--- src/logic/sst_pkg.sv ---
// ****************************************************************
// Shared constants, types and decode helpers
// ****************************************************************
package sst_pkg;

  // Data path widths
  localparam int BYTE_W = 8;
  localparam int NIBBLE_W = 4;
  localparam int DM_ADDR_W = 12;
  localparam int PM_ADDR_W = 13;
  localparam int PM_WORD_W = 16;
  localparam int TABLE_PTR_W = 8;
  localparam int PAGE_W = 5;
  localparam int BIT_SEL_W = 3;
  localparam int BUS_ADDR_W = 3;

  // Page number of the last program page
  localparam logic [PAGE_W-1:0] LAST_PAGE = 5'h1F;

  // Register offsets
  localparam logic [BUS_ADDR_W-1:0] OFS_ACCUMULATOR = 3'h0;
  localparam logic [BUS_ADDR_W-1:0] OFS_TABLE_POINTER = 3'h1;
  localparam logic [BUS_ADDR_W-1:0] OFS_TABLE_HIGH = 3'h2;
  localparam logic [BUS_ADDR_W-1:0] OFS_STATUS = 3'h3;
  localparam logic [BUS_ADDR_W-1:0] OFS_STATE = 3'h4;

  // Status field positions
  localparam int FLAG_C = 0;
  localparam int FLAG_AC = 1;
  localparam int FLAG_Z = 2;
  localparam int FLAG_OV = 3;

  // Reset values
  localparam logic [BYTE_W-1:0] RST_BYTE = 8'h00;
  localparam logic [PM_ADDR_W-1:0] RST_PM_ADDR = 13'h0000;
  localparam logic [DM_ADDR_W-1:0] RST_DM_ADDR = 12'h000;

  // Operation selector
  typedef enum logic [3:0] {
    OP_NONE = 4'h0,
    OP_NIBBLE_EXCHANGE_IN_PLACE = 4'h1,
    OP_NIBBLE_EXCHANGE_TO_ACCUMULATOR = 4'h2,
    OP_SKIP_WHEN_ZERO = 4'h3,
    OP_COPY_THEN_SKIP_WHEN_ZERO = 4'h4,
    OP_BIT_SKIP_WHEN_ZERO = 4'h5,
    OP_TABLE_FETCH_CURRENT_PAGE = 4'h6,
    OP_TABLE_FETCH_LAST_PAGE = 4'h7,
    OP_EXCLUSIVE_OR_INTO_ACCUMULATOR = 4'h8,
    OP_EXCLUSIVE_OR_INTO_MEMORY = 4'h9,
    OP_EXCLUSIVE_OR_IMMEDIATE = 4'hA
  } sst_op_t;

  // Sequencer states, Gray along idle-fetch-catch and idle-dummy
  typedef enum logic [1:0] {
    ST_IDLE = 2'h0,
    ST_FETCH = 2'h1,
    ST_CATCH = 2'h3,
    ST_DUMMY = 2'h2
  } sst_state_t;

  // Skip-type operation
  function automatic logic is_skip_op(input sst_op_t op);
    is_skip_op = (op == OP_SKIP_WHEN_ZERO) || (op == OP_COPY_THEN_SKIP_WHEN_ZERO) ||
                 (op == OP_BIT_SKIP_WHEN_ZERO);
  endfunction : is_skip_op

  // Table-read operation
  function automatic logic is_table_op(input sst_op_t op);
    is_table_op = (op == OP_TABLE_FETCH_CURRENT_PAGE) || (op == OP_TABLE_FETCH_LAST_PAGE);
  endfunction : is_table_op

  // Exclusive-OR operation
  function automatic logic is_xor_op(input sst_op_t op);
    is_xor_op = (op == OP_EXCLUSIVE_OR_INTO_ACCUMULATOR) ||
                (op == OP_EXCLUSIVE_OR_INTO_MEMORY) || (op == OP_EXCLUSIVE_OR_IMMEDIATE);
  endfunction : is_xor_op

endpackage : sst_pkg

--- src/logic/sst_nibble_xor_unit.sv ---
`timescale 1ns/1ps
// ****************************************************************
// Combinational nibble exchange and exclusive-OR unit
// ****************************************************************
module sst_nibble_xor_unit
  import sst_pkg::*;
(
  input wire sst_pkg::sst_op_t op,
  input wire logic [sst_pkg::BYTE_W-1:0] working_accumulator,
  input wire logic [sst_pkg::BYTE_W-1:0] operand_byte,
  input wire logic [sst_pkg::BYTE_W-1:0] immediate_byte,
  output logic [sst_pkg::BYTE_W-1:0] result,
  output logic result_zero
);
  import sst_pkg::*;

  // Result select per operation
  always_comb begin
    case (op)
      OP_NIBBLE_EXCHANGE_IN_PLACE,
      OP_NIBBLE_EXCHANGE_TO_ACCUMULATOR: begin
        // Low nibble goes up, high nibble goes down
        result = {operand_byte[NIBBLE_W-1:0], operand_byte[BYTE_W-1:NIBBLE_W]};
      end
      OP_EXCLUSIVE_OR_IMMEDIATE: begin
        result = working_accumulator ^ immediate_byte;
      end
      OP_EXCLUSIVE_OR_INTO_ACCUMULATOR,
      OP_EXCLUSIVE_OR_INTO_MEMORY: begin
        result = working_accumulator ^ operand_byte;
      end
      default: begin
        // Plain copy of the operand
        result = operand_byte;
      end
    endcase
  end

  // Zero detect on the full byte
  assign result_zero = (result == RST_BYTE);

endmodule : sst_nibble_xor_unit

--- src/logic/sst_exec.sv ---
// Implementation choices: the address-and-strobe port and the register offsets.
`timescale 1ns/1ps
// Behaviour
// RL1: In-place swap exchanges nibbles, writes back, no flags
// RL2: Accumulator swap loads exchanged nibbles, memory kept
// RL3: Skip next instruction when memory byte zero
// RL4: Skip uses dummy cycle; skips take two cycles
// RL5: Copy byte to accumulator, skip if zero
// RL6: Skip next when selected bit is zero
// RL7: Current-page table read: low to memory, high latched
// RL8: Last-page table read: low to memory, high latched
// RL9: XOR memory into accumulator, zero flag only
// RL10: XOR accumulator into memory, zero flag only
// RL11: XOR immediate into accumulator, zero flag only
// RL12: Zero flag from result; other flags kept
module sst_exec
  import sst_pkg::*;
(
  input wire logic clk,
  input wire logic resetn,
  input wire logic exec_start,
  input wire sst_pkg::sst_op_t exec_op,
  input wire logic [sst_pkg::BYTE_W-1:0] operand_byte,
  input wire logic [sst_pkg::BYTE_W-1:0] immediate_byte,
  input wire logic [sst_pkg::BIT_SEL_W-1:0] bit_select,
  input wire logic [sst_pkg::DM_ADDR_W-1:0] operand_addr,
  input wire logic [sst_pkg::PAGE_W-1:0] current_page,
  input wire logic [sst_pkg::PM_WORD_W-1:0] pm_rdata,
  output logic pm_rd,
  output logic [sst_pkg::PM_ADDR_W-1:0] pm_addr,
  output logic dm_we,
  output logic [sst_pkg::DM_ADDR_W-1:0] dm_addr,
  output logic [sst_pkg::BYTE_W-1:0] dm_wdata,
  output logic skip_next,
  output logic exec_done,
  output logic exec_busy,
  output logic [sst_pkg::BYTE_W-1:0] working_accumulator,
  output logic [sst_pkg::BYTE_W-1:0] table_high_byte_latch,
  output logic zero_flag,
  input wire logic [sst_pkg::BUS_ADDR_W-1:0] bus_addr,
  input wire logic [sst_pkg::BYTE_W-1:0] bus_wdata,
  input wire logic bus_we,
  input wire logic bus_re,
  output logic [sst_pkg::BYTE_W-1:0] bus_rdata
);
  import sst_pkg::*;

  // ****************************************************************
  // Declarations
  // ****************************************************************
  sst_state_t state_reg; // Sequencer state
  sst_state_t state_next; // Its next value
  logic [BYTE_W-1:0] accum_reg; // Working accumulator
  logic [BYTE_W-1:0] status_reg; // Flags C, AC, Z, OV
  logic [TABLE_PTR_W-1:0] table_word_pointer_reg; // Table pointer
  logic [BYTE_W-1:0] table_high_reg; // High byte of fetched word
  logic [DM_ADDR_W-1:0] hold_addr_reg; // Destination of a table read
  logic pm_rd_reg; // Program read strobe
  logic [PM_ADDR_W-1:0] pm_addr_reg; // Program read address
  logic dm_we_reg; // Data write strobe
  logic [DM_ADDR_W-1:0] dm_addr_reg; // Data write address
  logic [BYTE_W-1:0] dm_wdata_reg; // Data write value
  logic skip_reg; // Next instruction suppressed
  logic done_reg; // Instruction retired
  logic [BYTE_W-1:0] rdata_reg; // Read data, one cycle late
  logic exec_fire; // Request accepted this cycle
  logic skip_taken; // Skip condition of the request
  logic sel_bit; // Selected operand bit
  logic [BYTE_W-1:0] unit_result; // Swap or XOR result
  logic unit_zero; // Result is zero

  // Request only taken while idle
  assign exec_fire = exec_start && (state_reg == ST_IDLE);
  assign exec_busy = (state_reg != ST_IDLE);
  assign sel_bit = operand_byte[bit_select];
  // Skip condition per skip operation
  always_comb begin
    case (exec_op)
      OP_SKIP_WHEN_ZERO: skip_taken = (operand_byte == RST_BYTE); // RL3
      OP_COPY_THEN_SKIP_WHEN_ZERO: skip_taken = (operand_byte == RST_BYTE); // RL5
      OP_BIT_SKIP_WHEN_ZERO: skip_taken = !sel_bit; // RL6
      default: skip_taken = 1'b0;
    endcase
  end

  // ****************************************************************
  // Data path unit
  // ****************************************************************
  sst_nibble_xor_unit u_unit (.op(exec_op), .working_accumulator(accum_reg),
    .operand_byte(operand_byte), .immediate_byte(immediate_byte),
    .result(unit_result), .result_zero(unit_zero));

  // ****************************************************************
  // Sequencer
  // ****************************************************************
  // Next state
  always_comb begin
    state_next = state_reg;
    case (state_reg)
      ST_IDLE: begin
        if (exec_fire && is_skip_op(exec_op)) begin
          state_next = ST_DUMMY; // RL4
        end else if (exec_fire && is_table_op(exec_op)) begin
          state_next = ST_FETCH;
        end
      end
      ST_FETCH: state_next = ST_CATCH;
      ST_CATCH: state_next = ST_IDLE;
      ST_DUMMY: state_next = ST_IDLE;
      default: state_next = ST_IDLE;
    endcase
  end
  // State register
  always_ff @(posedge clk or negedge resetn) begin
    if (!resetn) begin
      state_reg <= ST_IDLE;
    end else begin
      state_reg <= state_next;
    end
  end

  // ****************************************************************
  // Architectural registers
  // ****************************************************************
  // Accumulator: execution wins over a bus write
  always_ff @(posedge clk or negedge resetn) begin
    if (!resetn) begin
      accum_reg <= RST_BYTE;
    end else if (exec_fire && (exec_op == OP_NIBBLE_EXCHANGE_TO_ACCUMULATOR)) begin
      accum_reg <= unit_result; // RL2
    end else if (exec_fire && (exec_op == OP_COPY_THEN_SKIP_WHEN_ZERO)) begin
      accum_reg <= operand_byte; // RL5
    end else if (exec_fire && ((exec_op == OP_EXCLUSIVE_OR_INTO_ACCUMULATOR) ||
                               (exec_op == OP_EXCLUSIVE_OR_IMMEDIATE))) begin
      accum_reg <= unit_result; // RL9 RL11
    end else if (bus_we && (bus_addr == OFS_ACCUMULATOR)) begin
      accum_reg <= bus_wdata;
    end
  end

  // Flags: only the XOR group touches zero
  always_ff @(posedge clk or negedge resetn) begin
    if (!resetn) begin
      status_reg <= RST_BYTE;
    end else begin
      if (bus_we && (bus_addr == OFS_STATUS)) begin
        status_reg <= bus_wdata;
      end
      if (exec_fire && is_xor_op(exec_op)) begin
        status_reg[FLAG_Z] <= unit_zero; // RL12
      end
    end
  end
  // Table pointer, set by software only
  always_ff @(posedge clk or negedge resetn) begin
    if (!resetn) begin
      table_word_pointer_reg <= RST_BYTE;
    end else if (bus_we && (bus_addr == OFS_TABLE_POINTER)) begin
      table_word_pointer_reg <= bus_wdata;
    end
  end
  // High byte latch, loaded when the word arrives
  always_ff @(posedge clk or negedge resetn) begin
    if (!resetn) begin
      table_high_reg <= RST_BYTE;
    end else if (state_reg == ST_CATCH) begin
      table_high_reg <= pm_rdata[PM_WORD_W-1:BYTE_W]; // RL7 RL8
    end
  end

  // ****************************************************************
  // Program memory port
  // ****************************************************************
  // Address from page and table pointer
  always_ff @(posedge clk or negedge resetn) begin
    if (!resetn) begin
      pm_rd_reg <= 1'b0;
      pm_addr_reg <= RST_PM_ADDR;
      hold_addr_reg <= RST_DM_ADDR;
    end else begin
      pm_rd_reg <= exec_fire && is_table_op(exec_op);
      if (exec_fire && (exec_op == OP_TABLE_FETCH_CURRENT_PAGE)) begin
        pm_addr_reg <= {current_page, table_word_pointer_reg}; // RL7
        hold_addr_reg <= operand_addr;
      end else if (exec_fire && (exec_op == OP_TABLE_FETCH_LAST_PAGE)) begin
        pm_addr_reg <= {LAST_PAGE, table_word_pointer_reg}; // RL8
        hold_addr_reg <= operand_addr;
      end
    end
  end

  // ****************************************************************
  // Data memory write port
  // ****************************************************************
  // One write strobe per storing instruction
  always_ff @(posedge clk or negedge resetn) begin
    if (!resetn) begin
      dm_we_reg <= 1'b0;
      dm_addr_reg <= RST_DM_ADDR;
      dm_wdata_reg <= RST_BYTE;
    end else if (state_reg == ST_CATCH) begin
      dm_we_reg <= 1'b1;
      dm_addr_reg <= hold_addr_reg;
      dm_wdata_reg <= pm_rdata[BYTE_W-1:0]; // RL7 RL8
    end else if (exec_fire && ((exec_op == OP_NIBBLE_EXCHANGE_IN_PLACE) ||
                               (exec_op == OP_EXCLUSIVE_OR_INTO_MEMORY))) begin
      dm_we_reg <= 1'b1;
      dm_addr_reg <= operand_addr;
      dm_wdata_reg <= unit_result; // RL1 RL10
    end else begin
      dm_we_reg <= 1'b0;
    end
  end

  // ****************************************************************
  // Skip and retire
  // ****************************************************************
  // Skip marks the dummy cycle, done marks retirement
  always_ff @(posedge clk or negedge resetn) begin
    if (!resetn) begin
      skip_reg <= 1'b0;
      done_reg <= 1'b0;
    end else begin
      skip_reg <= exec_fire && skip_taken; // RL3 RL4
      done_reg <= (exec_fire && !is_skip_op(exec_op) && !is_table_op(exec_op)) ||
                  (state_reg == ST_DUMMY) || (state_reg == ST_CATCH); // RL4
    end
  end

  // ****************************************************************
  // Register read port
  // ****************************************************************
  // Data stand only in the cycle after the read strobe
  always_ff @(posedge clk or negedge resetn) begin
    if (!resetn) begin
      rdata_reg <= RST_BYTE;
    end else if (bus_re) begin
      case (bus_addr)
        OFS_ACCUMULATOR: rdata_reg <= accum_reg;
        OFS_TABLE_POINTER: rdata_reg <= table_word_pointer_reg;
        OFS_TABLE_HIGH: rdata_reg <= table_high_reg;
        OFS_STATUS: rdata_reg <= status_reg;
        OFS_STATE: rdata_reg <= {{(BYTE_W-2){1'b0}}, state_reg};
        default: rdata_reg <= RST_BYTE;
      endcase
    end else begin
      rdata_reg <= RST_BYTE;
    end
  end
  // Outputs from flip-flops
  assign pm_rd = pm_rd_reg;
  assign pm_addr = pm_addr_reg;
  assign dm_we = dm_we_reg;
  assign dm_addr = dm_addr_reg;
  assign dm_wdata = dm_wdata_reg;
  assign skip_next = skip_reg;
  assign exec_done = done_reg;
  assign working_accumulator = accum_reg;
  assign table_high_byte_latch = table_high_reg;
  assign zero_flag = status_reg[FLAG_Z];
  assign bus_rdata = rdata_reg;
endmodule : sst_exec

--- config.mk ---
export PLATFORM = sky130hd
export DESIGN_NAME = sst_exec
export DESIGN_NICKNAME = d
export VERILOG_FILES = /design/src/logic/sst_pkg.sv /design/src/logic/sst_nibble_xor_unit.sv /design/src/logic/sst_exec.sv
export SDC_FILE = /design/constraint.sdc
export NUM_CORES = 1
export LEC_CHECK = 0
export BUFFER_PORTS_ARGS = -buffer_cell sky130_fd_sc_hd__buf_2
export CAP_MARGIN = 20
export CORE_MARGIN = 2
export CORE_UTILIZATION = 53
export DETAILED_ROUTE_END_ITERATION = 6
export GPL_TIMING_DRIVEN = 0
export HOLD_SLACK_MARGIN = 0.15
export PLACE_DENSITY = 0.82
export SYNTH_ARGS = -nofsm -noshare
export SYNTH_HDL_FRONTEND = slang
export SYNTH_SLANG_ARGS = --single-unit
export TNS_END_PERCENT = 30
--- constraint.sdc ---
create_clock -name clk -period 3 [get_ports clk]
set_input_delay 0.45 -clock clk [delete_from_list [all_inputs] [get_ports clk]]
set_output_delay 0.45 -clock clk [all_outputs]
set_load 0.02 [all_outputs]
==> run_results.csv <==
group,metric,value,unit
run_status,status,"finished, final reports clean",
cts,clockRootBuffer,"clkbuf_8",
timing,maxSlewViolCount,0,
cts,clk_path_buf_depth,2,
run,maxCapViolCount,0,
cts,cts_resized,0,
pwr,power.density,842.5,mW/mm2
routing,drtAntennaViolNets,0,
worst_setup_path,cp_slowest_stage_delay,0.52,ns
floorplanning,die_width,99.10,um
global_routing,grt_max_degree,50,
placed_design,place_inst,711,
final_layout,largest_reg_flops,13,
floorplanning,rows,34,
cts,cts.clk_slew.worst_paths,0.10,ns
final_layout,layout.nets,687,
timing,worst_slew_pin_slew,0.7269,ns
logic_synthesis,yosysUniqueCellTypes,55,
hold_path,hold_class,"in2reg",
pwr,p_leak,2.740,nW
global_routing,grt_pass1_vias,4334,
routing,wire_per_inst,18.31,um
timing,fin_crit,2.442,ns
routing,drt_iter0_drc,309,
timing,finalWorstSetupSlack,0.5580,ns
floorplanning,start_util,54.70,%
timing,setup_violations,0,
logic_synthesis,syn_nets,544,
worst_setup_path,cp-start-kind,"flop",
final_layout,final_cells,728,
cts,clk_latency,0.36,ns
worst_setup_path,crit_chain,"or3b_1, buf_2, nor3_1, buf_2, mux2_2",
logic_synthesis,avgSynthCellArea,10.16,um2
logic_synthesis,yosysSeqAreaShare,47.51,%
logic_synthesis,yosys.area.top_type,"dfrtp_1",
worst_setup_path,crit_path_top_delay_cell,"dfrtp_1",
worst_setup_path,crit_buf_inv,2,
cts,cts_tree,"yes",
final_layout,final_util,66.58,%
logic_synthesis,netlist.area_leader.share,47.51,%
timing,fmax,409.5,MHz
worst_setup_path,r2r_slack,0.56,ns
timing,post-route-period-util,81.40,%
floorplanning,coreArea,0.008763,mm2
final_layout,area_growth,21.72,%
final_layout,fill_cells,723,
placed_design,numPortBuffers,130,
routing,firstDrtPassIters,5,
timing,fin_skew,0.01482,ns
logic_synthesis,ys.warnings.count,0,
logic_synthesis,async_reset_ff_share,100.0,%
worst_setup_path,crit_type,"reg2reg",
logic_synthesis,synth_ff_type,"dfrtp_1",
final_layout,seq_area,0.002277,mm2
logic_synthesis,synth_area_leaders,"dfrtp_1 (48%), mux2_2 (8.9%), nor2_1 (4.8%)",
worst_setup_path,crit_path_end_kind,"flop",
timing,relSlewSlack,51.36,%
routing,num_vias,4317,
floorplanning,die-area,0.009821,mm2
global_routing,globalRouteOverflowTotal,0,
global_routing,antenna_found_initial,0,
cts,cts.htree.levels,3,
worst_setup_path,worstPathRequired,3.26,ns
pwr,power.total,0.004915,W
final_layout,layout-drive-gt1-share,34.52,%
logic_synthesis,synth_edf_count,0,
worst_setup_path,cp_top_family,"simple AND/OR/NAND/NOR gates",
routing,via_per_inst,5.930,
logic_synthesis,synthCells,472,
cts,clock-sinks,91,
global_routing,grt_pass1_wl,21700,um
cts,numCtsBuffers,9,
routing,drc_errors,0,
placed_design,detailed_place_hpwl,10080,um
logic_synthesis,yosys_register_bits,91,
worst_setup_path,worst_ep_arrival_time,2.70,ns
worst_setup_path,cpMostUsedCell,"buf_2",
pwr,ir_drop,0.4745,mV
timing,rsz0062_at_grt,"false",
floorplanning,ioPinCount,135,
placed_design,post-place-ws,0.3983,ns
timing,tns,0,ns
logic_synthesis,syn_area,0.004793,mm2
global_routing,grtUsageTotal,28.08,%
final_layout,antenna_cells,0,
placed_design,gp_congestion,0.9518,
floorplanning,die_h,99.10,um
timing,finalHoldViolations,0,
worst_setup_path,critPathMaxFanout,10,
routing,drt_wl_total,13330,um
final_layout,multi_input_area,0.002322,mm2
per-layer routing:
metal  track usage (%)  vias up  wire length, um
met1             38.29     2132             5606
met4             9.589        0              267
met3             4.357       19              881
li1                  -     1986                -
met5                 0        -                0
met2             46.26      180             6575
logic make-up after synthesis:
kind of cell / Yosys count / synth area share [%]
mux: 60 / 14.41
simple gates: 161 / 16.50
buf+inv: 43 / 4.046
xor+xnor: 9 / 1.645
flops: 91 / 47.51
compound gates: 108 / 15.90
what timing repair did:
item | CTS | global route
hold buffers | 1 | 0
setup buffers | 0 | 0
hold endpoints to repair | 42 | 0
synth_stat cells (all sizes together) (6+ instances only):
cell / instances
dfrtp: 91
nor2: 63
mux2: 42
nand2: 35
a22oi: 24
o21ai: 21
clkbuf: 17
o22ai: 16
buf: 15
mux2i: 15
inv: 11
nor2b: 11
and2: 9
or2: 9
a21oi: 8
a221o: 8
xor2: 8
a22o: 7
a31oi: 7
nand3: 7
o22a: 7
nand2b: 6
power by group:
part           switching [W]  internal, W  leakage [nW]
clock network       0.000483     0.000405         0.105
logic                0.00112     0.000791          1.54
registers           0.000415      0.00170          1.10
total                0.00202      0.00290          2.74
per-stage QoR:
stage / hold slack [ns] / instance area [um2]
2_1_floorplan: 0.1544 / 4793
5_1_grt: 0.2638 / 5834
6_report: 0.2740 / 5834
4_1_cts: 0.2591 / 5834
3_3_place_gp: 0.4674 / 5579
3_5_place_dp: 0.4796 / 5609
area by class of cell:
class	count	share of cell area, %
buffer	32	2.573
clock buffer	9	2.123
multi-input combinational	338	39.80
clock inverter	7	1.566
timing repair buffer	132	11.84
tap	108	2.316
sequential	91	39.03
inverter	11	0.7506
path summary, 6_finish.rpt:
path | endpoint | startpoint | depth (start not counted)
worst max-delay path | hold_addr_reg[10] | state_reg[1] | 5
worst max register to register | hold_addr_reg[10] | state_reg[1] | 5
worst min-delay path | table_high_byte_latch[7] | pm_rdata[15] | 3
min in group asynchronous | dm_wdata[2] | resetn | 2
worst min register to register | hold_addr_reg[9] | hold_addr_reg[9] | 1
max in group asynchronous | bus_rdata[0] | resetn | 3
placed cells by master, fill, tap and decap left out, types with 9 or more instances in the layout:
cell type / netlist / final
a22oi_1: 24 / 24
buf_2: 12 / 141
clkbuf_1: 17 / 17
clkbuf_8: 0 / 9
dfrtp_1: 91 / 91
inv_1: 10 / 10
mux2_2: 38 / 38
mux2i_1: 15 / 15
nand2_1: 35 / 35
nor2_1: 61 / 61
nor2b_1: 11 / 11
o21ai_0: 17 / 17
o22ai_1: 15 / 15
worst reg2reg max path, delay by kind of cell, from the launching register on:
kind,cells,cell delay (ns)
muxes,1,0.38
DFF,1,0.52
buffers and inverters,2,0.56
and+or+nand+nor,2,0.88
Power figures use the tool's default switching activity.
